**src/rtl/bidc_pkg.sv**
```systemverilog
// Constants, types and shared arithmetic for the beacon intensity and
// duration controller.
// Assumes a single 125 MHz clock and APB register access.
package bidc_pkg;

  ////////////////////////////////////////////////////////////////////////////
  // Timing.
  localparam longint CLK_PERIOD_NS = 8;
  localparam longint SECOND_NS     = 1000000000;
  localparam int     SEC_CYCLES    = int'(SECOND_NS / CLK_PERIOD_NS);
  localparam int     PRESC_W       = 27;

  ////////////////////////////////////////////////////////////////////////////
  // Register byte offsets and field positions.
  localparam logic [7:0] CFG_OFS    = 8'h00;
  localparam logic [7:0] STATUS_OFS = 8'h04;
  localparam logic [7:0] LEVEL_OFS  = 8'h08;
  localparam logic [7:0] CMD_OFS    = 8'h0C;

  localparam int DUR_LSB    = 0;
  localparam int STEPS_LSB  = 8;
  localparam int NIGHT_LSB  = 16;
  localparam int COLOUR_LSB = 20;
  localparam int AMB_EN_BIT = 24;
  localparam int BAT_EN_BIT = 25;
  localparam int REMAIN_LSB = 16;
  localparam int BATT_LSB   = 8;
  localparam int DRIVE_LSB  = 16;
  localparam int START_BIT  = 0;

  ////////////////////////////////////////////////////////////////////////////
  // Duration codes: 0..55 give 5..60 s, 56..74 give 120..1200 s, 75 is 3600 s.
  localparam logic [6:0]  DUR_CODE_60S  = 7'h37;
  localparam logic [6:0]  DUR_CODE_MAX  = 7'h4B;
  localparam logic [11:0] DUR_MIN_S     = 12'h005;
  localparam logic [11:0] DUR_STEP_S    = 12'h03C;
  localparam logic [11:0] DUR_HOUR_S    = 12'hE10;

  // Reset values.
  localparam logic [6:0]  DUR_CODE_RST  = 7'h0F;
  localparam logic [6:0]  STEPS_RST     = 7'h11;
  localparam logic [3:0]  NIGHT_RST     = 4'hA;
  localparam logic        AMB_EN_RST    = 1'b1;
  localparam logic        BAT_EN_RST    = 1'b1;
  localparam logic [3:0]  AMB_LEVEL_RST = 4'hA;

  // Current limits and steps.
  localparam logic [10:0] STEP_MA       = 11'h014;
  localparam logic [6:0]  STEPS_MAX     = 7'h46;
  localparam logic [10:0] DRIVE_MIN_MA  = 11'h014;
  localparam logic [10:0] DRIVE_MAX_MA  = 11'h578;
  localparam logic [6:0]  PCT_FULL      = 7'h64;
  localparam logic [6:0]  BATT_KNEE_PCT = 7'h46;
  localparam logic [6:0]  TRIM_MIN_PCT  = 7'h5A;
  localparam logic [6:0]  TRIM_MAX_PCT  = 7'h78;
  localparam logic signed [8:0] TEMP_REF_C = 9'sh019;

  typedef enum logic [1:0] {
    BIDC_COL_OFF    = 2'h0,
    BIDC_COL_RED    = 2'h1,
    BIDC_COL_YELLOW = 2'h2
  } bidc_colour_t;

  typedef enum logic [0:0] {
    BIDC_IDLE  = 1'b0,
    BIDC_FLASH = 1'b1
  } bidc_state_t;

  // Scales a current by a percentage.
  function automatic logic [10:0] scale(input logic [10:0] v,
                                        input logic [6:0]  pct);
    logic [19:0] prod;
    prod  = 20'(v) * 20'(pct);
    scale = 11'(prod / 20'd100);
  endfunction : scale

endpackage : bidc_pkg

```
**src/rtl/bidc_calc_if.sv**
```systemverilog
// Carries the current setpoint and its scaling factors from the control
// block to the current calculator, and the limited result back.
// Assumes both ends run on the same clock.
`timescale 1ns/1ns
`default_nettype none
interface bidc_calc_if;
  logic [10:0] prog_ma;
  logic [6:0]  night_pct;
  logic [6:0]  amb_pct;
  logic [6:0]  batt_pct;
  logic [6:0]  temp_pct;
  logic        halve;
  logic [10:0] drive_ma;

  modport ctrl (output prog_ma, night_pct, amb_pct, batt_pct, temp_pct,
                output halve, input drive_ma);
  modport calc (input prog_ma, night_pct, amb_pct, batt_pct, temp_pct,
                input halve, output drive_ma);
endinterface : bidc_calc_if
`default_nettype wire

```
**src/rtl/bidc_current_calc.sv**
```systemverilog
// Computes the LED driver current command from the programmed current and
// the active scaling factors, then applies bank halving and the limits.
// Assumes factors are stable percentages from the control block.
`timescale 1ns/1ns
`default_nettype none
module bidc_current_calc (
  input  wire logic mclk,
  input  wire logic resetn,
  bidc_calc_if.calc cif
);

  typedef struct packed {
    logic [10:0] drive_ma;
  } bidc_calc_state_t;

  bidc_calc_state_t st_ff;
  bidc_calc_state_t nxt_st;

  ////////////////////////////////////////////////////////////////////////////
  always_comb begin
    logic [10:0] v;
    v = bidc_pkg::scale(cif.prog_ma, cif.night_pct);
    v = bidc_pkg::scale(v, cif.amb_pct);
    v = bidc_pkg::scale(v, cif.batt_pct);
    v = bidc_pkg::scale(v, cif.temp_pct);
    if (cif.halve) begin
      v = v >> 1;
    end
    if (v > bidc_pkg::DRIVE_MAX_MA) begin
      v = bidc_pkg::DRIVE_MAX_MA;
    end
    if (v < bidc_pkg::DRIVE_MIN_MA) begin
      v = bidc_pkg::DRIVE_MIN_MA;
    end
    nxt_st          = st_ff;
    nxt_st.drive_ma = v;
  end

  always_ff @(posedge mclk or negedge resetn) begin
    if (!resetn) begin
      st_ff <= '{drive_ma: bidc_pkg::DRIVE_MIN_MA};
    end else begin
      st_ff <= nxt_st;
    end
  end

  assign cif.drive_ma = st_ff.drive_ma;

endmodule : bidc_current_calc
`default_nettype wire

```
**src/rtl/bidc_top.sv**
```systemverilog
// Beacon intensity and duration controller: APB configuration, flash
// duration timer, bank gating and scaling factor generation.
// Assumes all pin inputs are synchronous to mclk; flash pattern, day/night
// status, ambient level and battery charge come from neighbouring logic.
`timescale 1ns/1ns
`default_nettype none
module bidc_top #(
  parameter int SEC_CYCLES = bidc_pkg::SEC_CYCLES
) (
  input  wire logic        mclk,
  input  wire logic        resetn,
  input  wire logic        psel,
  input  wire logic        penable,
  input  wire logic        pwrite,
  input  wire logic [7:0]  paddr,
  input  wire logic [31:0] pwdata,
  output logic      [31:0] prdata,
  output logic             pready,
  output logic             pslverr,
  input  wire logic        button_closed,
  input  wire logic        bank_a_req,
  input  wire logic        bank_b_req,
  input  wire logic        rapid_flash_light_bar_pattern,
  input  wire logic        photo_night,
  input  wire logic [3:0]  ambient_meas,
  input  wire logic [6:0]  battery_soc,
  input  wire logic        low_voltage_cutoff,
  input  wire logic [7:0]  led_temp_c,
  output logic             bank_a_on,
  output logic             bank_b_on,
  output logic             flashing,
  output logic      [10:0] drive_ma,
  output logic      [3:0]  ambient_level,
  output logic      [6:0]  battery_dim_pct
);

  // Last prescaler count of one second; the bench shortens the second.
  localparam logic [bidc_pkg::PRESC_W-1:0] PRESC_LAST =
    bidc_pkg::PRESC_W'(SEC_CYCLES - 1);

  typedef struct packed {
    logic [6:0]                  dur_code;
    logic [6:0]                  steps;
    logic [3:0]                  night_tens;
    bidc_pkg::bidc_colour_t      colour;
    logic                        amb_en;
    logic                        bat_en;
    bidc_pkg::bidc_state_t       fsm;
    logic [bidc_pkg::PRESC_W-1:0] presc;
    logic [11:0]                 remain;
    logic [3:0]                  amb_level;
    logic [6:0]                  batt_pct;
    logic                        button_q;
    logic                        bank_a;
    logic                        bank_b;
    logic [31:0]                 rdata;
    logic                        slverr;
  } bidc_state_t;

  bidc_state_t st_ff;
  bidc_state_t nxt_st;

  // The calculator registers its result, one clock behind the factors.
  bidc_calc_if cif ();

  ////////////////////////////////////////////////////////////////////////////
  // Helper functions.

  // Converts a duration code into seconds: 0..55 count single seconds from
  // five, 56..74 whole minutes from two, and 75 selects the hour.
  function automatic logic [11:0] dur_seconds(input logic [6:0] code);
    if (code <= bidc_pkg::DUR_CODE_60S) begin
      dur_seconds = bidc_pkg::DUR_MIN_S + 12'(code);
    end else if (code < bidc_pkg::DUR_CODE_MAX) begin
      dur_seconds = 12'(12'(code - bidc_pkg::DUR_CODE_60S + 7'h01)
                    * bidc_pkg::DUR_STEP_S);
    end else begin
      dur_seconds = bidc_pkg::DUR_HOUR_S;
    end
  endfunction : dur_seconds

  // Maps ambient level 1..10 onto 50..100 percent.
  function automatic logic [6:0] amb_pct(input logic [3:0] level);
    logic [3:0] l;
    logic [8:0] span;
    l = (level == 4'h0) ? 4'h1 : ((level > 4'hA) ? 4'hA : level);
    // The product reaches 450, so it needs nine bits before the divide.
    span    = 9'(l - 4'h1) * 9'h032;
    amb_pct = 7'h32 + 7'(span / 9'h009);
  endfunction : amb_pct

  // Temperature trim: red LEDs trim twice as hard as yellow ones.
  // Off leaves the current untrimmed.
  function automatic logic [6:0] temp_pct(input bidc_pkg::bidc_colour_t c,
                                          input logic [7:0] t);
    logic signed [8:0] d;
    logic signed [8:0] p;
    d = 9'($signed(t)) - bidc_pkg::TEMP_REF_C;
    case (c)
      bidc_pkg::BIDC_COL_RED:    p = 9'sd100 + (d >>> 2);
      bidc_pkg::BIDC_COL_YELLOW: p = 9'sd100 + (d >>> 3);
      default:                   p = 9'sd100;
    endcase
    if (p < $signed({2'b00, bidc_pkg::TRIM_MIN_PCT})) begin
      temp_pct = bidc_pkg::TRIM_MIN_PCT;
    end else if (p > $signed({2'b00, bidc_pkg::TRIM_MAX_PCT})) begin
      temp_pct = bidc_pkg::TRIM_MAX_PCT;
    end else begin
      temp_pct = 7'(p);
    end
  endfunction : temp_pct

  // Valid colour codes only.
  function automatic logic colour_ok(input logic [1:0] c);
    colour_ok = (c != 2'h3);
  endfunction : colour_ok

  ////////////////////////////////////////////////////////////////////////////
  // Next state.
  always_comb begin
    logic setup;
    logic wr;
    logic start;
    logic [6:0]  f_dur;
    logic [6:0]  f_steps;
    logic [3:0]  f_night;
    logic [1:0]  f_col;
    logic [31:0] rd;
    logic        err;
    rd      = 32'h0000_0000;
    err     = 1'b0;
    setup   = psel & ~penable;
    wr      = psel & penable & pwrite;
    f_dur   = pwdata[bidc_pkg::DUR_LSB +: 7];
    f_steps = pwdata[bidc_pkg::STEPS_LSB +: 7];
    f_night = pwdata[bidc_pkg::NIGHT_LSB +: 4];
    f_col   = pwdata[bidc_pkg::COLOUR_LSB +: 2];
    // Only the press edge or a CMD write of the start bit starts a flash; a held button does not retrigger.
    start   = button_closed & ~st_ff.button_q;
    nxt_st  = st_ff;
    nxt_st.button_q = button_closed;

    // Configuration writes; out-of-range fields keep their old value.
    if (wr && paddr == bidc_pkg::CFG_OFS) begin
      if (f_dur <= bidc_pkg::DUR_CODE_MAX) begin
        nxt_st.dur_code = f_dur;
      end
      if (f_steps != 7'h00 && f_steps <= bidc_pkg::STEPS_MAX) begin
        nxt_st.steps = f_steps;
      end
      if (f_night != 4'h0 && f_night <= 4'hA) begin
        nxt_st.night_tens = f_night;
      end
      if (colour_ok(f_col)) begin
        nxt_st.colour = bidc_pkg::bidc_colour_t'(f_col);
      end
      nxt_st.amb_en = pwdata[bidc_pkg::AMB_EN_BIT];
      nxt_st.bat_en = pwdata[bidc_pkg::BAT_EN_BIT];
    end
    if (wr && paddr == bidc_pkg::CMD_OFS && pwdata[bidc_pkg::START_BIT]) begin
      start = 1'b1;
    end

    // Flash duration timer; a new start restarts the full duration.
    case (st_ff.fsm)
      bidc_pkg::BIDC_IDLE: begin
        if (start) begin
          nxt_st.fsm    = bidc_pkg::BIDC_FLASH;
          nxt_st.remain = dur_seconds(st_ff.dur_code);
          nxt_st.presc  = '0;
        end
      end
      bidc_pkg::BIDC_FLASH: begin
        // Ends at the tick that would take remain from one to zero.
        if (start) begin
          nxt_st.remain = dur_seconds(st_ff.dur_code);
          nxt_st.presc  = '0;
        end else if (st_ff.presc == PRESC_LAST) begin
          nxt_st.presc = '0;
          if (st_ff.remain <= 12'h001) begin
            nxt_st.remain = 12'h000;
            nxt_st.fsm    = bidc_pkg::BIDC_IDLE;
          end else begin
            nxt_st.remain = st_ff.remain - 12'h001;
          end
        end else begin
          nxt_st.presc = st_ff.presc + 1'b1;
        end
      end
      default: begin
        nxt_st.fsm = bidc_pkg::BIDC_IDLE;
      end
    endcase

    // Bank gating: nothing lights outside a flash.
    nxt_st.bank_a = (nxt_st.fsm == bidc_pkg::BIDC_FLASH) & bank_a_req;
    nxt_st.bank_b = (nxt_st.fsm == bidc_pkg::BIDC_FLASH) & bank_b_req;

    // Ambient level follows the sensor only while enabled.
    if (st_ff.amb_en) begin
      nxt_st.amb_level = ambient_meas;
    end

    // Battery dimming percentage.
    if (low_voltage_cutoff) begin
      nxt_st.batt_pct = 7'h00;
    end else if (st_ff.bat_en && battery_soc < bidc_pkg::BATT_KNEE_PCT) begin
      nxt_st.batt_pct = battery_soc;
    end else begin
      nxt_st.batt_pct = bidc_pkg::PCT_FULL;
    end

    // Read data and error are captured in the setup cycle, so prdata comes
    // from a flip-flop and stands through the access phase.
    case (paddr)
      bidc_pkg::CFG_OFS: begin
        rd[bidc_pkg::DUR_LSB +: 7]    = st_ff.dur_code;
        rd[bidc_pkg::STEPS_LSB +: 7]  = st_ff.steps;
        rd[bidc_pkg::NIGHT_LSB +: 4]  = st_ff.night_tens;
        rd[bidc_pkg::COLOUR_LSB +: 2] = st_ff.colour;
        rd[bidc_pkg::AMB_EN_BIT]      = st_ff.amb_en;
        rd[bidc_pkg::BAT_EN_BIT]      = st_ff.bat_en;
      end
      bidc_pkg::STATUS_OFS: begin
        rd[0]                         = st_ff.fsm == bidc_pkg::BIDC_FLASH;
        rd[bidc_pkg::REMAIN_LSB +: 12] = st_ff.remain;
      end
      bidc_pkg::LEVEL_OFS: begin
        rd[3:0]                       = st_ff.amb_level;
        rd[bidc_pkg::BATT_LSB +: 7]   = st_ff.batt_pct;
        rd[bidc_pkg::DRIVE_LSB +: 11] = cif.drive_ma;
      end
      bidc_pkg::CMD_OFS: begin
        rd = 32'h0000_0000;
      end
      default: begin
        err = 1'b1;
      end
    endcase
    if (setup) begin
      nxt_st.rdata  = rd;
      nxt_st.slverr = err;
    end
  end

  ////////////////////////////////////////////////////////////////////////////
  // State register.
  always_ff @(posedge mclk or negedge resetn) begin
    if (!resetn) begin
      st_ff <= '{dur_code:   bidc_pkg::DUR_CODE_RST,
                 steps:      bidc_pkg::STEPS_RST,
                 night_tens: bidc_pkg::NIGHT_RST,
                 colour:     bidc_pkg::BIDC_COL_RED,
                 amb_en:     bidc_pkg::AMB_EN_RST,
                 bat_en:     bidc_pkg::BAT_EN_RST,
                 fsm:        bidc_pkg::BIDC_IDLE,
                 presc:      '0,
                 remain:     12'h000,
                 amb_level:  bidc_pkg::AMB_LEVEL_RST,
                 batt_pct:   bidc_pkg::PCT_FULL,
                 button_q:   1'b0,
                 bank_a:     1'b0,
                 bank_b:     1'b0,
                 rdata:      32'h0000_0000,
                 slverr:     1'b0};
    end else begin
      st_ff <= nxt_st;
    end
  end

  ////////////////////////////////////////////////////////////////////////////
  // Factors towards the current calculator.
  always_comb begin
    cif.prog_ma = 11'(st_ff.steps * bidc_pkg::STEP_MA);
    if (photo_night) begin
      cif.night_pct = 7'(st_ff.night_tens * 4'hA);
    end else begin
      cif.night_pct = bidc_pkg::PCT_FULL;
    end
    // Ambient scaling shapes daytime intensity only.
    if (st_ff.amb_en && !photo_night) begin
      cif.amb_pct = amb_pct(st_ff.amb_level);
    end else begin
      cif.amb_pct = bidc_pkg::PCT_FULL;
    end
    // The battery factor never reaches zero, so the floor clamp decides.
    if (st_ff.batt_pct == 7'h00) begin
      cif.batt_pct = 7'h01;
    end else begin
      cif.batt_pct = st_ff.batt_pct;
    end
    cif.temp_pct = temp_pct(st_ff.colour, led_temp_c);
    // Only one bank of a rapid pattern lit means half the current.
    cif.halve    = rapid_flash_light_bar_pattern
                   & (bank_a_req ^ bank_b_req);
  end

  bidc_current_calc u_calc (
    .mclk   (mclk),
    .resetn (resetn),
    .cif    (cif.calc)
  );

  ////////////////////////////////////////////////////////////////////////////
  // Outputs.
  // Zero wait states: every access phase completes in its first cycle.
  assign pready          = psel & penable;
  assign prdata          = st_ff.rdata;
  assign pslverr         = st_ff.slverr & psel & penable;
  assign flashing        = st_ff.fsm == bidc_pkg::BIDC_FLASH;
  // Cutoff darkens both banks at once, without waiting for a clock.
  assign bank_a_on       = st_ff.bank_a & ~low_voltage_cutoff;
  assign bank_b_on       = st_ff.bank_b & ~low_voltage_cutoff;
  assign drive_ma        = cif.drive_ma;
  assign ambient_level   = st_ff.amb_level;
  assign battery_dim_pct = st_ff.batt_pct;

endmodule : bidc_top
`default_nettype wire

```
**config.mk**
```make
export PLATFORM = sky130hd
export DESIGN_NAME = bidc_top
export DESIGN_NICKNAME = d
export VERILOG_FILES = /design/src/rtl/bidc_pkg.sv /design/src/rtl/bidc_calc_if.sv /design/src/rtl/bidc_current_calc.sv /design/src/rtl/bidc_top.sv
export SDC_FILE = /design/constraint.sdc
export NUM_CORES = 1
export LEC_CHECK = 0
export CORE_ASPECT_RATIO = 0.5
export CORE_MARGIN = 2
export CORE_UTILIZATION = 30
export DETAILED_ROUTE_END_ITERATION = 6
export DONT_BUFFER_PORTS = 1
export PLACE_DENSITY = 0.45
export RECOVER_POWER = 25
export SYNTH_ARGS = -nofsm -noshare
export SYNTH_HDL_FRONTEND = slang
export SYNTH_SLANG_ARGS = --single-unit
```
**constraint.sdc**
```tcl
create_clock -name mclk -period 69.2 [get_ports mclk]
set_input_delay 13.84 -clock mclk [delete_from_list [all_inputs] [get_ports mclk]]
set_output_delay 13.84 -clock mclk [all_outputs]
set_load 0.02 [all_outputs]
```
* Yosys cells after proc, flatten, opt, wreduce, memory -nomap -nowiden
Cells that the tools add are included.
Storage, ports and cells: bits in registers 114, input bits 70, output and inout port bits 59, word-level logic and storage cells 131
Cells by class: $add $sub $neg 10, multipliers 8, divide/modulo/power cells 5, magnitude comparators 12, equality and inequality tests 9, mux-type cells 35, bitwise operators 16, reduce and logical (&&, ||, !) cells 19
Operator list (number):
- divider 18 x 7 -> 20 bit (second input constant) | 4
- one-hot mux 40 bit (2 select lines) | 1
- multiplier 11 x 7 -> 18 bit | 3
- 2-to-1 mux 7 bit | 7
- 2-to-1 mux 12 bit | 4
- 2-to-1 mux 40 bit | 1
- 2-to-1 mux 39 bit | 1
- 2-to-1 mux 11 bit | 3
- adder 27 x 1 -> 27 bit (second input constant) | 1
- equality test 27 bit (second input constant) | 1
- 2-to-1 mux 27 bit | 1
- one-hot mux 6 bit (3 select lines) | 1
- one-hot mux 9 bit (2 select lines) | 1
- equality test 8 x 4 -> 1 bit (second input constant) | 2
- multiplier 9 x 7 -> 16 bit | 1
- <= comparator 7 bit (second input constant) | 2
- < comparator 7 bit (second input constant) | 2
- one-hot mux 7 bit (2 select lines) | 1
- <= comparator 12 x 1 -> 1 bit (second input constant) | 1
- multiplier 12 x 4 -> 10 bit (second input constant) | 1
- subtractor 12 x 1 -> 12 bit (second input constant) | 1
- bitwise AND 1 bit | 11
- > comparator 11 bit (second input constant) | 1
- < comparator 11 x 5 -> 1 bit (second input constant) | 1
- other kinds (41) | 61

* Depth between registers and ports, before layout
depth in word-level cells 19, mapped depth 191, depth with buffers taken out 173

* Hierarchy
From an unflattened synthesis, not the netlist that was laid out.
Unflattened totals: cells, all modules 3955, area, all modules 30161.4 um^2
By module, submodules not included:
- bidc_current_calc | times used 1, cells an instance 2871, area each 21334.2 um^2, sequential area each 277.8 um^2
- bidc_top | times used 1, cells an instance 1084, area each 8827.2 um^2, sequential area each 2597.5 um^2

* Least setup slack after synthesis
Ideal clock, no wire load.
path kind input to register, start point in photo_night, end point reg u_calc.st_ff, in the netlist u_calc.cif.drive_ma[0], setup time 0.125 ns, arrival time 54.624 ns, required time 69.075 ns, setup slack 14.451 ns, stages 167, path buffers 9, cells stage by stage clkbuf_1 clkbuf_1 nand3_1 fa_1 fa_1 inv_1 fa_1 ha_1 fa_1 a21o_1 a21oi_2 o21bai_1 a2111o_1 and3_1 nor2_2 and4_4 o32ai_4 a21boi_4 (+131 left out) mux2i_2 a32oi_1 o21ai_0 and4bb_4 or2b_1 a211oi_1 o31ai_4 nor2_4 inv_2 maj3_2 xnor2_1 nand3b_1 and3_1 buf_6 a211o_1 nand2_1 a2111oi_1 a2111oi_0
RTL lines:
- start: declaration | RTL line bidc_top.sv:24 | input wire logic photo_night,
- end signal: assignment | RTL line bidc_current_calc.sv:41 | st_ff <= '{drive_ma: bidc_pkg::DRIVE_MIN_MA};
- end signal: assignment | RTL line bidc_current_calc.sv:43 | st_ff <= nxt_st;
- end: declaration | RTL line bidc_current_calc.sv:16 | bidc_calc_state_t st_ff;

==> results list <==
* Total wire length: 82400 um
- Clock transition time at the flip-flop clock pins of the worst setup and hold paths: 0.06 ns
* Finished Cell Area: 29900 um2
- Final min period: 63.24 ns
- Layout net count: 3953
- Row count: 79
- Across all register-to-register paths, the minimum setup slack is 17.68 ns.
- Area enclosed by the die boundary: 97800 um2
- Starting Density: 30.5%
- Type of element capturing the critical path: flop
- Beginning of the worst register-to-register path: st_ff[96]
- Summing every instance area after synthesis gives 28600 um2.
* Multiplexer share of the synthesized area: 2.77%
- 0 antenna diodes ended up in the layout.
- Post-CTS timing repair inserted 0 buffers for setup.
- Most common cell on crit path: sky130_fd_sc_hd__fa_1
- By area, the combinational part of the netlist is dominated by compound AO/OA/AOI/OAI gates.
- Yosys synthesis warning count: 0
- Dividing the detail-routed via count by the number of cells gives 5.54.
- Count of pins on the block boundary: 129
- Clock latency on the worst-skew pair: 0.43 ns
* Crit Path Class: in -> reg
- Final-report setup violation count: 0
- For this run, the top clock speed supported by timing is 15.8 MHz.
* Layout area overhead: 4.57%
- In this run, CTS created clock tree buffers numbering 17.
- After detailed routing, the average wire length per cell comes to 17.2 um.
* Number of H-tree levels: 4
- XOR/XNOR Fraction of Synth Area: 5.78%
- Simple-gate share of the synthesized area: 23.4%
* Sequential fraction of the synthesis area: 10.1%
* Most common library cell in the layout ignoring fill and taps: sky130_fd_sc_hd__nand2_1
- Worst hold path stage count: 1
* Final cell count without fillers: 4783
* Highest fanout seen on the critical path: 25
* Initial antenna violation count: 0
- End point of the worst hold path: st_ff[85]
* Arrival time at the worst endpoint: 63.52 ns
- Buffers placed on the I/O ports in this run total 0.
- In the layout the commonest cells are sky130_fd_sc_hd__nand2_1 (415), sky130_fd_sc_hd__nor2_1 (290), sky130_fd_sc_hd__inv_1 (270), sky130_fd_sc_hd__o21ai_0 (203), sky130_fd_sc_hd__ha_1 (192).
- At the end of routability-driven placement, the weighted congestion stood at 0.858.
- CTS Hold Buffers Added: 0
- Worst Max-Slew Pin Slew: 1.15 ns
- Global routing used 16.4% of the available tracks across all layers.
- In this run the critical register-to-register path is captured at u_calc.cif.drive_ma[0].
* Critical Path Start Type: input port
* Number of max-slew violations in the final report: 0
- The synthesized netlist devotes 29.1% of its cell area to compound gates.
* Fin crit share: 91.4%
- In this design, the stage delay of the slowest critical-path cell is 0.93 ns.
- Counting flops with an async set or reset pin after synthesis yields a share of 100%.
- Counting every sink on the clock net gives 114.
- Maximum capacitance violations: 0
- The final count of hold timing violations is 0.
- Synthesis produced a netlist whose cell count is 3662.
* Logic depth of the worst register-to-register path: 165
- Die Width: 440 um
- Among all stages on the critical path, the largest delay is contributed by sky130_fd_sc_hd__xnor2_1.
* Post-route ant nets: 0
- Number of detailed-route iterations in the first pass: 6
* DRC marker count from the first detailed-route iteration: 1889
- Post-synth EDFFs: 0
- Normalized max-slew margin: 23.0%
- The synthesized netlist devotes 21.6% of its cell area to adder and majority cells.
- Dividing the synthesized area by the synthesized cell count gives 7.80 um2.
- Top_reg_cell synth: sky130_fd_sc_hd__dfrtp_1
- The number of gates resized after CTS was 0.
- Setup total negative slack on the finished layout was measured at 0 ns.
- The clock passes through at most 2 buffers.
* Overflow after GRT: 0
- The first global-routing pass estimated 136000 um of wire.
- Via total after detailed routing: 26.5k
- Across the routed clock network, the largest skew measured is 0.0103 ns.
* Pin count of the biggest net entering global routing: 115
- Number of unique standard cell types used by synthesis: 172
* Clock tree from TritonCTS: built
* Ratio of cells with drive above 1 in the final layout: 9.55%
- The flow ran to the end, and the final reports show no timing, DRC or antenna violations.
* Tightest Hold Check Type: reg -> reg
- Half-perimeter wire length after placement: 64900 um
- The number of global-route vias before repair is 25.2k.
* Height of the chip: 222 um
- Register bit count reported by yosys: 114
* Core ar.: 93600 um2
- Beginning of the worst hold path: st_ff[85]
* Residual DRC count: 0
- Crit path required time: 69.49 ns
* DP Area: 29200 um2
- The cell sitting at the root of the clock tree is a sky130_fd_sc_hd__clkbuf_16.
- RSZ-0062 raised after global routing: false
* Post-placement cell count: 4751
## layer usage
metal	global-route usage [%]	vias to the layer above	share of wire, %
li1	-	12986	-
met1	23.7	12967	49
met2	26.8	501	46
met3	1.19	64	2.8
met4	3.46	0	1.9
met5	0	-	0
## final cells by class
class / instances / area, um2
clock buffers: 21 / 480
repair buffers: 18 / 135
clock inverters: 11 / 149
well taps: 1255 / 1570
fillers: 9905 / 63700
inverters: 275 / 1030
flip-flops and latches: 114 / 2880
multi-input cells: 3089 / 23600
## flip-flops by register name (all words and copies together) (netlist names)
name,count
ambient_level,4
st_ff,65
prdata,26
u_calc.cif.drive_ma,11
flashing,1
battery_dim_pct,7
## worst max-delay path by stage
stage | start | to | slack, ns | cells past startpoint
floorplan | photo_night | u_calc.cif.drive_ma[0] | 14.45 | 167
global placement | photo_night | u_calc.cif.drive_ma[0] | 6.16 | 160
detailed placement | photo_night | u_calc.cif.drive_ma[0] | 6.08 | 161
CTS | photo_night | u_calc.cif.drive_ma[0] | 6.30 | 161
global route | photo_night | u_calc.cif.drive_ma[0] | 2.50 | 161
finish | photo_night | u_calc.cif.drive_ma[0] | 5.96 | 158
## cell families (layout without fill, tap and decap cells)
kind of cell,after synthesis,in the layout
multiplexers,73,73
other,1,6
AO/OA/AOI/OAI,1098,1098
buffers and inverters,464,325
XOR/XNOR,177,177
flip-flops,114,114
adder cells (fa/ha/maj),391,391
AND/OR/NAND/NOR,1344,1344
## cells in the mapped netlist (16+ instances only)
master / number / area (um2)
sky130_fd_sc_hd__nand2_1: 415 / 1560
sky130_fd_sc_hd__nor2_1: 290 / 1090
sky130_fd_sc_hd__inv_1: 270 / 1010
sky130_fd_sc_hd__o21ai_0: 203 / 1020
sky130_fd_sc_hd__ha_1: 192 / 2400
sky130_fd_sc_hd__fa_1: 176 / 3520
sky130_fd_sc_hd__a21oi_1: 167 / 836
sky130_fd_sc_hd__nor3_1: 115 / 576
sky130_fd_sc_hd__xnor2_1: 114 / 998
sky130_fd_sc_hd__nand3_1: 103 / 515
sky130_fd_sc_hd__dfrtp_1: 96 / 2400
sky130_fd_sc_hd__clkbuf_1: 88 / 330
sky130_fd_sc_hd__and2_1: 63 / 394
sky130_fd_sc_hd__and3_1: 53 / 332
sky130_fd_sc_hd__o211ai_1: 52 / 390
sky130_fd_sc_hd__a21o_1: 51 / 383
sky130_fd_sc_hd__buf_4: 51 / 383
sky130_fd_sc_hd__xor2_1: 51 / 447
sky130_fd_sc_hd__a31oi_1: 48 / 300
sky130_fd_sc_hd__a211oi_1: 46 / 345
sky130_fd_sc_hd__o21a_1: 42 / 315
sky130_fd_sc_hd__mux2i_1: 41 / 410
sky130_fd_sc_hd__nand2b_1: 40 / 250
sky130_fd_sc_hd__o31ai_1: 40 / 300
sky130_fd_sc_hd__nor2b_1: 39 / 244
sky130_fd_sc_hd__a211o_1: 36 / 315
sky130_fd_sc_hd__o21ai_1: 35 / 175
sky130_fd_sc_hd__nor4_1: 30 / 188
sky130_fd_sc_hd__buf_2: 29 / 145
sky130_fd_sc_hd__mux2_2: 28 / 315
sky130_fd_sc_hd__nand4_1: 28 / 175
sky130_fd_sc_hd__or3_1: 28 / 175
sky130_fd_sc_hd__or2_2: 25 / 156
sky130_fd_sc_hd__o22ai_1: 24 / 150
sky130_fd_sc_hd__a22o_1: 18 / 158
sky130_fd_sc_hd__dfstp_2: 18 / 473
sky130_fd_sc_hd__maj3_1: 18 / 180
sky130_fd_sc_hd__o211a_1: 16 / 160
## through the flow
stage / hold WS, ns / util [%] / setup WS, ns
floorplan: 0.442 / - / 14.45
global placement: 0.465 / 31.2 / 6.16
detailed placement: 0.473 / 31.2 / 6.08
CTS: 0.479 / 31.9 / 6.30
global route: 0.490 / 31.9 / 2.50
finish: 0.478 / 31.9 / 5.96
## worst max-delay path: cells and delay by family
kind / cells / cell delay, ns
AND/OR/NAND/NOR: 42 / 11.66
adder cells (fa/ha/maj): 26 / 11.22
buffers and inverters: 14 / 0.87
XOR/XNOR: 5 / 2.27
multiplexers: 3 / 0.83
AO/OA/AOI/OAI: 68 / 22.70
Power is left out: the tool's default activity adds up to more than one toggle a clock period on the data nets, which glitch-free logic cannot reach.
